### src/design/blc_defs.svh
// Purpose: timing and sizing constants for the backlight enable/protect control
// Assumes: 250 MHz core clock (4 ns period)
// Notes: times are kept in their own unit; cycle counts are derived from them
`ifndef BLC_DEFS_SVH
`define BLC_DEFS_SVH
`define BLC_CLK_PERIOD_PS 4000
`define BLC_DIM_LOW_TIMEOUT_US 20000
`define BLC_EN_LOW_TIMEOUT_US 2500
// worked in ns so the intermediate product stays inside 32-bit integer range
`define BLC_DIM_LOW_CYCLES ((`BLC_DIM_LOW_TIMEOUT_US * 1000) / (`BLC_CLK_PERIOD_PS / 1000))
`define BLC_EN_LOW_CYCLES ((`BLC_EN_LOW_TIMEOUT_US * 1000) / (`BLC_CLK_PERIOD_PS / 1000))
`define BLC_DUTY_W 9
`define BLC_PERIOD_W 24
`define BLC_ISCALE_W 8
`define BLC_ISCALE_RST 8'hff
`endif

### src/design/blc_pkg.sv
// Purpose: shared types of the backlight enable/protect control
// Assumes: constants come from blc_defs.svh
// Notes: types only
`default_nettype none
`include "blc_defs.svh"
package blc_pkg;
	typedef enum logic [4:0] {
		BLC_OFF = 5'h01,
		BLC_RUN = 5'h02,
		BLC_OVP_LATCH = 5'h04,
		BLC_UVLO = 5'h08,
		BLC_THERM = 5'h10
	} blc_state_t;
	typedef struct packed {
		logic undervoltage;
		logic switch_ovp;
		logic sink_ovp;
		logic over_current;
		logic over_temp;
		logic temp_recovered;
	} blc_prot_t;
	typedef struct packed {
		logic sink_enable;
		logic boost_switch_on;
		logic [`BLC_DUTY_W-1:0] sink_level;
	} blc_drive_t;
endpackage
`default_nettype wire

### src/design/blc_ctrl.sv
// Purpose: enable sequencing, dimming scale and protection states of a two-sink backlight boost
// Assumes: protection indications are comparator levels from outside this clock domain
// Notes: the one-wire interface is not built here; its enable result arrives as a level
`timescale 1ns/1ps
`default_nettype none
`include "blc_defs.svh"
// Summary of operation
// - pulse-width dimming is used whenever the one-wire interface is not up; the choice follows its level at all times, not only at startup.
// - with enable tied high, dimming high or toggling turns on and dimming low over 20 ms turns off.
// - with enable driven by a host, enable low over 2.5 ms or dimming low past its timeout turns off.
// - startup only begins once both enable and dimming are asserted.
// - a steady high dimming input gives full-scale current on both sinks.
// - each sink current is full scale times the measured dimming duty.
// - undervoltage holds shutdown and restart happens once the input recovers past hysteresis.
// - both the switch-node and the sink-node overvoltage indications are checked every cycle.
// - switch-node overvoltage latches off until power-on reset, undervoltage, or enable/dimming low past its timeout and then both high again.
// - switch-node overvoltage turns the power switch off and shuts the device down.
// - over-current turns the boost switch off until the next switching cycle starts.
// - over-temperature shuts down, resuming once the die has cooled 15 C below the trip.
module blc_ctrl #(
	parameter int DIM_LOW_CYCLES = `BLC_DIM_LOW_CYCLES,
	parameter int EN_LOW_CYCLES = `BLC_EN_LOW_CYCLES,
	parameter int CNT_W = 24
) (
	input wire logic clk, // core clock, 250 MHz
	input wire logic rst_b, // asynchronous reset, active low
	input wire logic enable_pin, // enable pin level
	input wire logic dim_pin, // dimming pin level
	input wire logic onewire_enabled, // one-wire interface came up at startup
	input wire logic cycle_start, // start of a switching cycle, from the oscillator
	input wire blc_pkg::blc_prot_t prot, // protection comparator levels
	output blc_pkg::blc_drive_t drive, // sink and switch drive
	output logic pwm_mode, // pulse-width dimming interface selected
	output blc_pkg::blc_state_t state // control state
);
	typedef struct packed {
		logic [1:0] en_s1, dim_s1;
		logic [5:0] prot_s1;
		logic [1:0] cyc_s1, ow_s1;
		logic en_s, dim_s, cyc_s, cyc_prev, ow_s;
		blc_pkg::blc_prot_t prot_s;
		logic [CNT_W-1:0] en_low_cnt;
		logic [CNT_W-1:0] dim_low_cnt;
		logic disabled_seen;
		logic oc_block;
		blc_pkg::blc_state_t st;
		blc_pkg::blc_drive_t drv;
		logic pwm_mode;
	} blc_ctrl_st_t;
	blc_ctrl_st_t s_q, s_d;
	logic rst_n_sync;
	logic [1:0] rst_sync_q, rst_sync_d;
	logic [`BLC_DUTY_W-1:0] duty;
	logic en_timeout, dim_timeout, want_on, ovp_any, cyc_rise;

	// reset stages kept apart from the state struct: they have their own reset
	assign rst_sync_d = {rst_sync_q[0], 1'b1};
	assign rst_n_sync = rst_sync_q[1];

	// duty measurement lives on its own; it only needs the synchronised level
	blc_duty_meter #(
		.DUTY_W(`BLC_DUTY_W),
		.PERIOD_W(`BLC_PERIOD_W)
	) u_meter (
		.clk(clk),
		.rst_n_sync(rst_n_sync),
		.dim(s_q.dim_s),
		.duty(duty)
	);

	// saturating low-time counter step
	function automatic logic [CNT_W-1:0] low_count(input logic lvl, input logic [CNT_W-1:0] c);
		if (lvl)
			low_count = '0;
		else if (&c)
			low_count = c;
		else
			low_count = c + 1'b1;
	endfunction

	// reset release; async assert to a constant, release through two stages
	always_ff @(posedge clk or negedge rst_b)
	begin
		if (!rst_b)
			rst_sync_q <= '0;
		else
			rst_sync_q <= rst_sync_d;
	end

	// all other state on the synchronised reset
	always_ff @(posedge clk or negedge rst_n_sync)
	begin
		if (!rst_n_sync)
		begin
			s_q.en_s1 <= '0;
			s_q.dim_s1 <= '0;
			s_q.prot_s1 <= '0;
			s_q.cyc_s1 <= '0;
			// assume one-wire up until the chain says otherwise, so no start slips in early
			s_q.ow_s1 <= '1;
			s_q.en_s <= 1'b0;
			s_q.dim_s <= 1'b0;
			s_q.cyc_s <= 1'b0;
			s_q.cyc_prev <= 1'b0;
			s_q.ow_s <= 1'b1;
			s_q.prot_s <= '0;
			s_q.en_low_cnt <= '0;
			s_q.dim_low_cnt <= '0;
			s_q.disabled_seen <= 1'b0;
			s_q.oc_block <= 1'b0;
			s_q.st <= blc_pkg::BLC_OFF;
			s_q.drv <= '0;
			s_q.pwm_mode <= 1'b0;
		end
		else
		begin
			s_q.en_s1 <= s_d.en_s1;
			s_q.dim_s1 <= s_d.dim_s1;
			s_q.prot_s1 <= s_d.prot_s1;
			s_q.cyc_s1 <= s_d.cyc_s1;
			s_q.ow_s1 <= s_d.ow_s1;
			s_q.en_s <= s_d.en_s;
			s_q.dim_s <= s_d.dim_s;
			s_q.cyc_s <= s_d.cyc_s;
			s_q.cyc_prev <= s_d.cyc_prev;
			s_q.ow_s <= s_d.ow_s;
			s_q.prot_s <= s_d.prot_s;
			s_q.en_low_cnt <= s_d.en_low_cnt;
			s_q.dim_low_cnt <= s_d.dim_low_cnt;
			s_q.disabled_seen <= s_d.disabled_seen;
			s_q.oc_block <= s_d.oc_block;
			s_q.st <= s_d.st;
			s_q.drv <= s_d.drv;
			s_q.pwm_mode <= s_d.pwm_mode;
		end
	end

	// timeouts count from the synchronised levels; a tied-high enable never times out
	assign en_timeout = (s_q.en_low_cnt >= CNT_W'(EN_LOW_CYCLES));
	assign dim_timeout = (s_q.dim_low_cnt >= CNT_W'(DIM_LOW_CYCLES));
	assign want_on = s_q.en_s && s_q.dim_s;
	assign ovp_any = s_q.prot_s.switch_ovp || s_q.prot_s.sink_ovp;
	assign cyc_rise = s_q.cyc_s && !s_q.cyc_prev;

	always_comb
	begin
		s_d = s_q;
		// three-stage synchronisers on the pins, two-stage on prot; each stage feeds only the next
		s_d.en_s1 = {s_q.en_s1[0], enable_pin};
		s_d.dim_s1 = {s_q.dim_s1[0], dim_pin};
		s_d.prot_s1 = prot;
		s_d.cyc_s1 = {s_q.cyc_s1[0], cycle_start};
		s_d.ow_s1 = {s_q.ow_s1[0], onewire_enabled};
		s_d.en_s = s_q.en_s1[1];
		s_d.dim_s = s_q.dim_s1[1];
		s_d.prot_s = s_q.prot_s1;
		s_d.cyc_s = s_q.cyc_s1[1];
		s_d.ow_s = s_q.ow_s1[1];
		s_d.cyc_prev = s_q.cyc_s;
		s_d.en_low_cnt = low_count(s_q.en_s, s_q.en_low_cnt);
		s_d.dim_low_cnt = low_count(s_q.dim_s, s_q.dim_low_cnt);
		// interface choice falls back to pulse-width whenever one-wire is not up
		s_d.pwm_mode = !s_q.ow_s;
		// over-current blocks the switch for the rest of this cycle only
		if (cyc_rise)
			s_d.oc_block = 1'b0;
		if (s_q.prot_s.over_current)
			s_d.oc_block = 1'b1;
		unique case (s_q.st)
			blc_pkg::BLC_OFF:
			begin
				if (s_q.prot_s.undervoltage)
					s_d.st = blc_pkg::BLC_UVLO;
				else if (s_q.prot_s.over_temp)
					s_d.st = blc_pkg::BLC_THERM;
				else if (want_on && s_q.pwm_mode)
					s_d.st = blc_pkg::BLC_RUN;
			end
			blc_pkg::BLC_RUN:
			begin
				if (s_q.prot_s.undervoltage)
					s_d.st = blc_pkg::BLC_UVLO;
				else if (s_q.prot_s.switch_ovp)
				begin
					s_d.st = blc_pkg::BLC_OVP_LATCH;
					s_d.disabled_seen = 1'b0;
				end
				else if (s_q.prot_s.over_temp)
					s_d.st = blc_pkg::BLC_THERM;
				else if (en_timeout || dim_timeout || !s_q.pwm_mode)
					s_d.st = blc_pkg::BLC_OFF;
			end
			blc_pkg::BLC_OVP_LATCH:
			begin
				// leave on undervoltage, or after a completed disable then a new enable
				if (en_timeout || dim_timeout)
					s_d.disabled_seen = 1'b1;
				if (s_q.prot_s.undervoltage)
					s_d.st = blc_pkg::BLC_UVLO;
				else if (s_q.disabled_seen && want_on)
					s_d.st = blc_pkg::BLC_OFF;
			end
			blc_pkg::BLC_UVLO:
			begin
				// the comparator carries the hysteresis; release means input recovered
				if (!s_q.prot_s.undervoltage)
					s_d.st = blc_pkg::BLC_OFF;
			end
			blc_pkg::BLC_THERM:
			begin
				if (s_q.prot_s.undervoltage)
					s_d.st = blc_pkg::BLC_UVLO;
				else if (s_q.prot_s.temp_recovered && !s_q.prot_s.over_temp)
					s_d.st = blc_pkg::BLC_OFF;
			end
		endcase
		// drive: sinks scaled by duty; switch off on any overvoltage or current block
		s_d.drv.sink_enable = (s_d.st == blc_pkg::BLC_RUN);
		s_d.drv.sink_level = (s_d.st == blc_pkg::BLC_RUN) ? duty : '0;
		s_d.drv.boost_switch_on = (s_d.st == blc_pkg::BLC_RUN) && !ovp_any
			&& !s_d.oc_block;
	end

	assign drive = s_q.drv;
	assign pwm_mode = s_q.pwm_mode;
	assign state = s_q.st;
endmodule
`default_nettype wire

### src/design/blc_duty_meter.sv
// Purpose: measures duty of the dimming input as a fraction of 2**DUTY_W
// Assumes: dim input already synchronised to clk
// Notes: a steady high input reads full scale once it outlasts the last period; steady low reads zero once the period counter saturates
`timescale 1ns/1ps
`default_nettype none
`include "blc_defs.svh"
module blc_duty_meter #(
	parameter int DUTY_W = `BLC_DUTY_W,
	parameter int PERIOD_W = `BLC_PERIOD_W
) (
	input wire logic clk, // core clock
	input wire logic rst_n_sync, // synchronised reset, active low
	input wire logic dim, // synchronised dimming level
	output logic [DUTY_W-1:0] duty // latest duty fraction
);
	typedef struct packed {
		logic dim_prev;
		logic [PERIOD_W-1:0] total;
		logic [PERIOD_W-1:0] high;
		logic [PERIOD_W-1:0] last;
		logic [DUTY_W-1:0] duty;
	} blc_meter_t;
	blc_meter_t s_q, s_d;
	logic [PERIOD_W+DUTY_W-1:0] scaled;
	logic close;
	// period closes on a rising edge, or when the counter saturates (steady level)
	always_comb
	begin
		s_d = s_q;
		scaled = {s_q.high, {DUTY_W{1'b0}}} / {{DUTY_W{1'b0}}, s_q.total};
		close = (dim && !s_q.dim_prev) || (&s_q.total);
		s_d.dim_prev = dim;
		if (close)
		begin
			if (s_q.total == '0)
				s_d.duty = dim ? '1 : '0;
			else if (s_q.high == s_q.total)
				s_d.duty = '1;
			else
				s_d.duty = scaled[DUTY_W-1:0];
			s_d.last = s_q.total;
			// the closing sample opens the next period, so no cycle is lost
			s_d.total = {{(PERIOD_W-1){1'b0}}, 1'b1};
			s_d.high = {{(PERIOD_W-1){1'b0}}, dim};
		end
		else
		begin
			s_d.total = s_q.total + 1'b1;
			s_d.high = s_q.high + {{(PERIOD_W-1){1'b0}}, dim};
			// high for a whole last period with no fall: full scale now, not at saturation
			if (dim && (s_q.high == s_q.total) && (s_q.total >= s_q.last))
				s_d.duty = '1;
		end
	end
	always_ff @(posedge clk or negedge rst_n_sync)
	begin
		if (!rst_n_sync)
			s_q <= '0;
		else
			s_q <= s_d;
	end
	assign duty = s_q.duty;
endmodule
`default_nettype wire

### config.mk
export PLATFORM = sky130hd
export DESIGN_NAME = blc_ctrl
export DESIGN_NICKNAME = d
export VERILOG_FILES = /design/src/design/blc_pkg.sv /design/src/design/blc_ctrl.sv /design/src/design/blc_duty_meter.sv
export VERILOG_INCLUDE_DIRS = /design/src /design/src/design
export SDC_FILE = /design/constraint.sdc
export NUM_CORES = 2
export LEC_CHECK = 0
export ABC_AREA = 1
export ABC_CLOCK_PERIOD_IN_PS = 5900
export BUFFER_PORTS_ARGS = -buffer_cell sky130_fd_sc_hd__buf_2
export CAP_MARGIN = 20
export CORE_MARGIN = 2
export CORE_UTILIZATION = 47
export DETAILED_ROUTE_END_ITERATION = 7
export HOLD_SLACK_MARGIN = 0.08
export PLACE_DENSITY = 0.64
export REMOVE_ABC_BUFFERS = 1
export SYNTH_ARGS = -nofsm -noshare
export SYNTH_HDL_FRONTEND = slang
export SYNTH_SLANG_ARGS = --single-unit
export TNS_END_PERCENT = 20
### constraint.sdc
create_clock -name clk -period 5.9 [get_ports clk]
set_clock_uncertainty 0.1 [all_clocks]
set_input_delay 0.59 -clock clk [delete_from_list [all_inputs] [get_ports clk]]
set_output_delay 0.59 -clock clk [all_outputs]
set_load 0.03 [all_outputs]
---- Word level (Yosys, flattened, before mapping) ----
Cells that the tools add are included.
storage, ports and cells
  input bits .............................. 12
  flip-flop bits (word level) ............. 176
  output and inout bits ................... 17
  word-level logic and storage cells ...... 109
operators by class
  divide/modulo/power cells ............... 1
  $add $sub $neg .......................... 4
  $lt $le $gt $ge ......................... 3
  mux-type cells .......................... 30
  eq/ne operators ......................... 12
  reductions and logical operators ........ 28
operators with widths
  kind                   number
  $mux 24                4
  $add 24x1->24 const B  3
  $reduce_and 24->1      3
  $mux 5                 12
  $mux 9                 6
  $mux 48                1
  $div 33x24->33         1
  $pmux 5 s5             1
  $add 24x1->24          1
  $eq 24x24->1           1
  $ge 24x20->1 const B   1
  $ge 24x23->1 const B   1
  $ge 24x24->1           1
  $logic_not 24->1       1
  $eq 5x2->1 const B     2
  $logic_and 1x1->1      10
  $ne 2x2->1 const B     5
  $logic_not 1->1        7
  $eq 5x1->1 const B     1
  $eq 5x3->1 const B     1
  $eq 5x4->1 const B     1
  $eq 5x5->1 const B     1
  $mux 1                 5
  $logic_or 1x1->1       4
  other kinds (3)        4

---- Longest topological paths before layout ----
  word-level depth ........................ 11
  gate-level depth with buffers ........... 648
  depth with buffers taken out ............ 610

---- Modules after synthesis ----
Synthesis repeated with hierarchy kept, for this count alone.
second synthesis, totals
  cell total of the unflattened synthesis .. 5761
  area, all modules ....................... 36860.4 µm²
by module, submodules not included
  module          cells each  area an instance (µm²)  sequential area each (µm²)  instances
  blc_duty_meter  5212        32162.1                 2052.0                      1
  blc_ctrl        549         4698.3                  2357.3                      1

---- Worst setup path before layout ----
OpenSTA, ideal clock, no wires.
  kind .................................... register to register
  start point ............................. register u_meter.s_q[57] (netlist bit)
  end point ............................... register u_meter.s_q (netlist bit u_meter.duty[0])
  path slack .............................. -72988 ps
  cell stages (with the launch flop) ...... 627
  library setup time ...................... 113 ps
  data arrival time ....................... 78675 ps
  required time ........................... 5687 ps
  path buffers ............................ 43
  clock period less this slack ............ 78888 ps
  cell sequence ........................... dfrtp_1 -> clkinv_1 -> buf_1 -> ha_1 -> nand2_1 -> nor2_1 -> nand3_1 -> nor2_1 -> nand2_1 -> nand2_1 -> nand2_1 -> nand2_1 -> ha_1 -> o21ai_0 -> nand2_1 -> nand3_1 -> nand2_1 -> o21ai_1 -> (+591 left out) -> o21ai_0 -> nand2_1 -> nand3_1 -> a21oi_1 -> a211oi_1 -> o211ai_1 -> a31oi_1 -> o21ai_0 -> a221oi_1 -> o221ai_1 -> nand2_1 -> a21boi_0 -> o21ai_0 -> nand2_1 -> nor2_1 -> nand3_1 -> nand2_1 -> inv_1
between the ends
  word-level cells in the longest chain between the ends .. 4
  elaborated cells on any way between the ends .. 12
  those cells by class .................... div (1); order compare (1); eq/ne (1); mux (3); reduce/logical (6)
RTL lines
  element                                         RTL line                                                          text
  from (decl)                                     blc_duty_meter.sv:23                                              blc_meter_t s_q, s_d;
  from (signal assigned)                          blc_duty_meter.sv:58                                              s_q <= '0;
  from (signal assigned)                          blc_duty_meter.sv:60                                              s_q <= s_d;
  $div 33x24->33 or $eq 24x24->1 (tied branches)  blc_duty_meter.sv:30, blc_duty_meter.sv:37, blc_duty_meter.sv:51
  $mux 9 or $logic_and 1x1->1 (tied branches)     blc_duty_meter.sv:37, blc_duty_meter.sv:51
  $mux 9 or $logic_and 1x1->1 (tied branches)     blc_duty_meter.sv:35, blc_duty_meter.sv:51
  $mux 9 or $reduce_bool 2->1 (tied branches)     -
Parallel ways exist; a longest one is shown, timed or not.
A chain may end at the register's enable or synchronous reset.

---- Worst setup path in the final report ----
  start point ............................. register u_meter.s_q[75] (netlist bit)
  end point ............................... register u_meter.s_q (netlist bit u_meter.duty[0])
Same word-level chain as after synthesis.

==> results_dict.tcl <==
set metrics [dict create \
    cts_sinks 176 \
    hpwlAfterDp_um 97700 \
    grt_max_degree 64 \
    cts_tree "yes" \
    crit_path_end_kind "flip-flop" \
    netlist-cell-type-count 76 \
    required_ns 6.19 \
    grt_pass1_wl_um 204000 \
    synthArstFlopShare_pct 100 \
    antenna_found_initial 0 \
    synth_ff_type "dfrtp_1" \
    clkSlewWorstSetupHoldPaths_ns 0.07 \
    tightest_slew_ns 0.925 \
    synth.avg_cell_area_um2 6.38 \
    rsz0062_at_grt "true" \
    ys_ff_latch 176 \
    start_kind "flip-flop" \
    post-route-period-util_pct 1200 \
    critPathMaxFanout 18 \
    synth_area_um2 35400 \
    area_growth_pct 56.2 \
    dpl-instance-area_um2 50000 \
    grt_overflow_total 0 \
    drc 0 \
    synthSimpleGateAreaFrac_pct 27.4 \
    r2r_cells 582 \
    die-area_um2 77500 \
    relSlewSlack_pct 38.3 \
    hold_depth 1 \
    slew_viol_final 0 \
    final_cell_mix "2044 x buf_4, 1108 x nand2_1, 699 x inv_1" \
    vias 45900 \
    max_freq_ghz 0.0142 \
    reg2reg_from "u_meter.s_q[75]$_DFF_PN0_" \
    setup_violations 9 \
    drive_gt1_share_pct 38.4 \
    slowest_stage "or4_4" \
    fp.dieH_um 278 \
    fin_ws_ns -64.70 \
    post_drt_wl_per_cell_um 16.4 \
    hold_path_class "primary input to flip-flop" \
    fin_nets 8088 \
    synth-adder-area-share_pct 19.2 \
    clock_latency_ns 0.46 \
    via_per_inst 5.39 \
    violations "setup timing" \
    core_um2 74400 \
    fillers 5455 \
    drtIter0Drc 3550 \
    cts.path.max_buffers 2 \
    synth_top_family_by_area "simple AND/OR/NAND/NOR gates" \
    yosys_warnings 0 \
    final-seq-area_um2 4410 \
    cp_common_cell "nand2_1" \
    groute.usage.overall_pct 31.9 \
    synth-xor-area-share_pct 10.3 \
    layout_commonest_cell "buf_4" \
    ant_nets 0 \
    arrival_ns 70.90 \
    period_minus_slack_ns 70.60 \
    final_area_um2 55300 \
    numCtsBuffers 17 \
    hp-start "onewire_enabled" \
    postRouteWirelength_um 139000 \
    start_util_pct 47.5 \
    dr.pass1.iters 6 \
    hold_violations 0 \
    htreeDepth 4 \
    crit_type "flip-flop to flip-flop" \
    synthMuxAreaShare_pct 0.205 \
    gp_congestion 0.951 \
    status "complete, but fails checks" \
    postSynthCellCount 5545 \
    grt_pass1_vias 42200 \
    ios 29 \
    fp.dieW_um 278 \
    rows 100 \
    antenna-diode-count 0 \
    ys_seq_area_share_pct 12.5 \
    cap_viol_max_count 0 \
    root_buffer "clkbuf_16" \
    startpoint "u_meter.s_q[75]$_DFF_PN0_" \
    multi_input_area_um2 30100 \
    critical_path.max_stage_delay_ns 0.58 \
    port_buffers 28 \
    synth-edff-count 0 \
    synth_compound_area_share_pct 20.1 \
]
Yosys cell counts (43+ instances only):
cell         n  share of area, %
xor2_1     222               5.5
inv_1      737               7.8
nor3_1      78               1.1
nor2_1     419               4.4
inv_2       51              0.54
nand2_1   1208                13
o21ai_1     63              0.89
nand4_1     68               1.2
or2_2       43              0.76
ha_1       542                19
clkbuf_1    99               1.1
nand3_1    228               3.2
a21oi_1    484               6.8
o21bai_1    45              0.95
dfrtp_1    172                12
xnor2_1    193               4.8
o21ai_0    428               6.1
state kept, by name, summed over array words and instances, names as in the netlist:
signal	flops
u_meter.duty	9
u_meter.s_q	73
drive	11
s_d	15
rst_sync_q	2
pwm_mode	1
state	5
s_q	60
metal layers:
metal | vias up | wire length, µm | GRT usage, %
met5 | - | 0 | 0
met2 | 1741 | 63600 | 53.7
li1 | 22400 | - | -
met3 | 530 | 9900 | 4.43
met1 | 21200 | 58000 | 40.8
met4 | 0 | 7760 | 13.7
worst max-delay path, delay by kind of cell, from the launching register on:
kind,cells,cell delay [ns]
AOI/OAI and AO/OA,189,26.58
and+or+nand+nor,255,23.72
buffers and inverters,103,9.74
adders and majority gates,32,9.01
xor gates and xnor gates,2,0.56
DFF,1,0.39
muxes,1,0.21
worst paths after layout:
| check | to | slack [ns] |
|---|---|---|
| worst max register to register | u_meter.duty[0]$_DFFE_PN0P_ | -64.70 |
| worst min-delay path | s_d[79]$_DFF_PN1_ | 0.12 |
| min in group asynchronous | s_q[76]$_DFF_PN0_ | 0.33 |
| worst max-delay path | u_meter.duty[0]$_DFFE_PN0P_ | -64.70 |
| max in group asynchronous | u_meter.s_q[48]$_DFF_PN0_ | 4.04 |
| worst min register to register | s_q[70]$_DFF_PN0_ | 0.24 |
area by class of cell:
class	count	area share (%)
timing repair inverter	3	0.0362
inverter	795	5.47
clock buffer	18	0.795
clock inverter	14	0.256
multi-input combinational	4432	54.4
sequential	176	7.99
tap	969	2.19
timing repair buffer	2108	28.9
per-stage QoR:
step / TNS [ns] / util (%) / hold slack, ns / setup WS [ns] / cells
6_report: -487.69 / 74.2 / 0.125 / -64.70 / 8515
5_1_grt: -528.53 / 74.2 / 0.110 / -70.14 / 8515
4_1_cts: -475.41 / 70.1 / 0.109 / -63.26 / 8392
3_5_place_dp: -503.63 / 67.1 / 0.235 / -67.05 / 8243
3_3_place_gp: -480.55 / 67.1 / 0.232 / -64.05 / 8243
2_1_floorplan: -567.72 / - / 0.194 / -73.71 / 5403
kinds of logic after synthesis:
kind of cell             after synthesis
AO/OA/AOI/OAI                       1256
XOR/XNOR                             415
adder cells (fa/ha/maj)              543
buffers and inverters                937
flip-flops                           176
multiplexers                           6
other                                  1
AND/OR/NAND/NOR                     2211
what timing repair did:
action,4_1_cts,5_1_grt
resized for setup,236,514
setup buffers,112,119
gates cloned,4,5
hold endpoints to repair,2,0
endpoints found under the setup margin,9,9
pin swaps,121,373
hold buffers,1,0
Power is not shown: default switching activity piles up to over one toggle a cycle in this logic, so the estimate is an artifact.
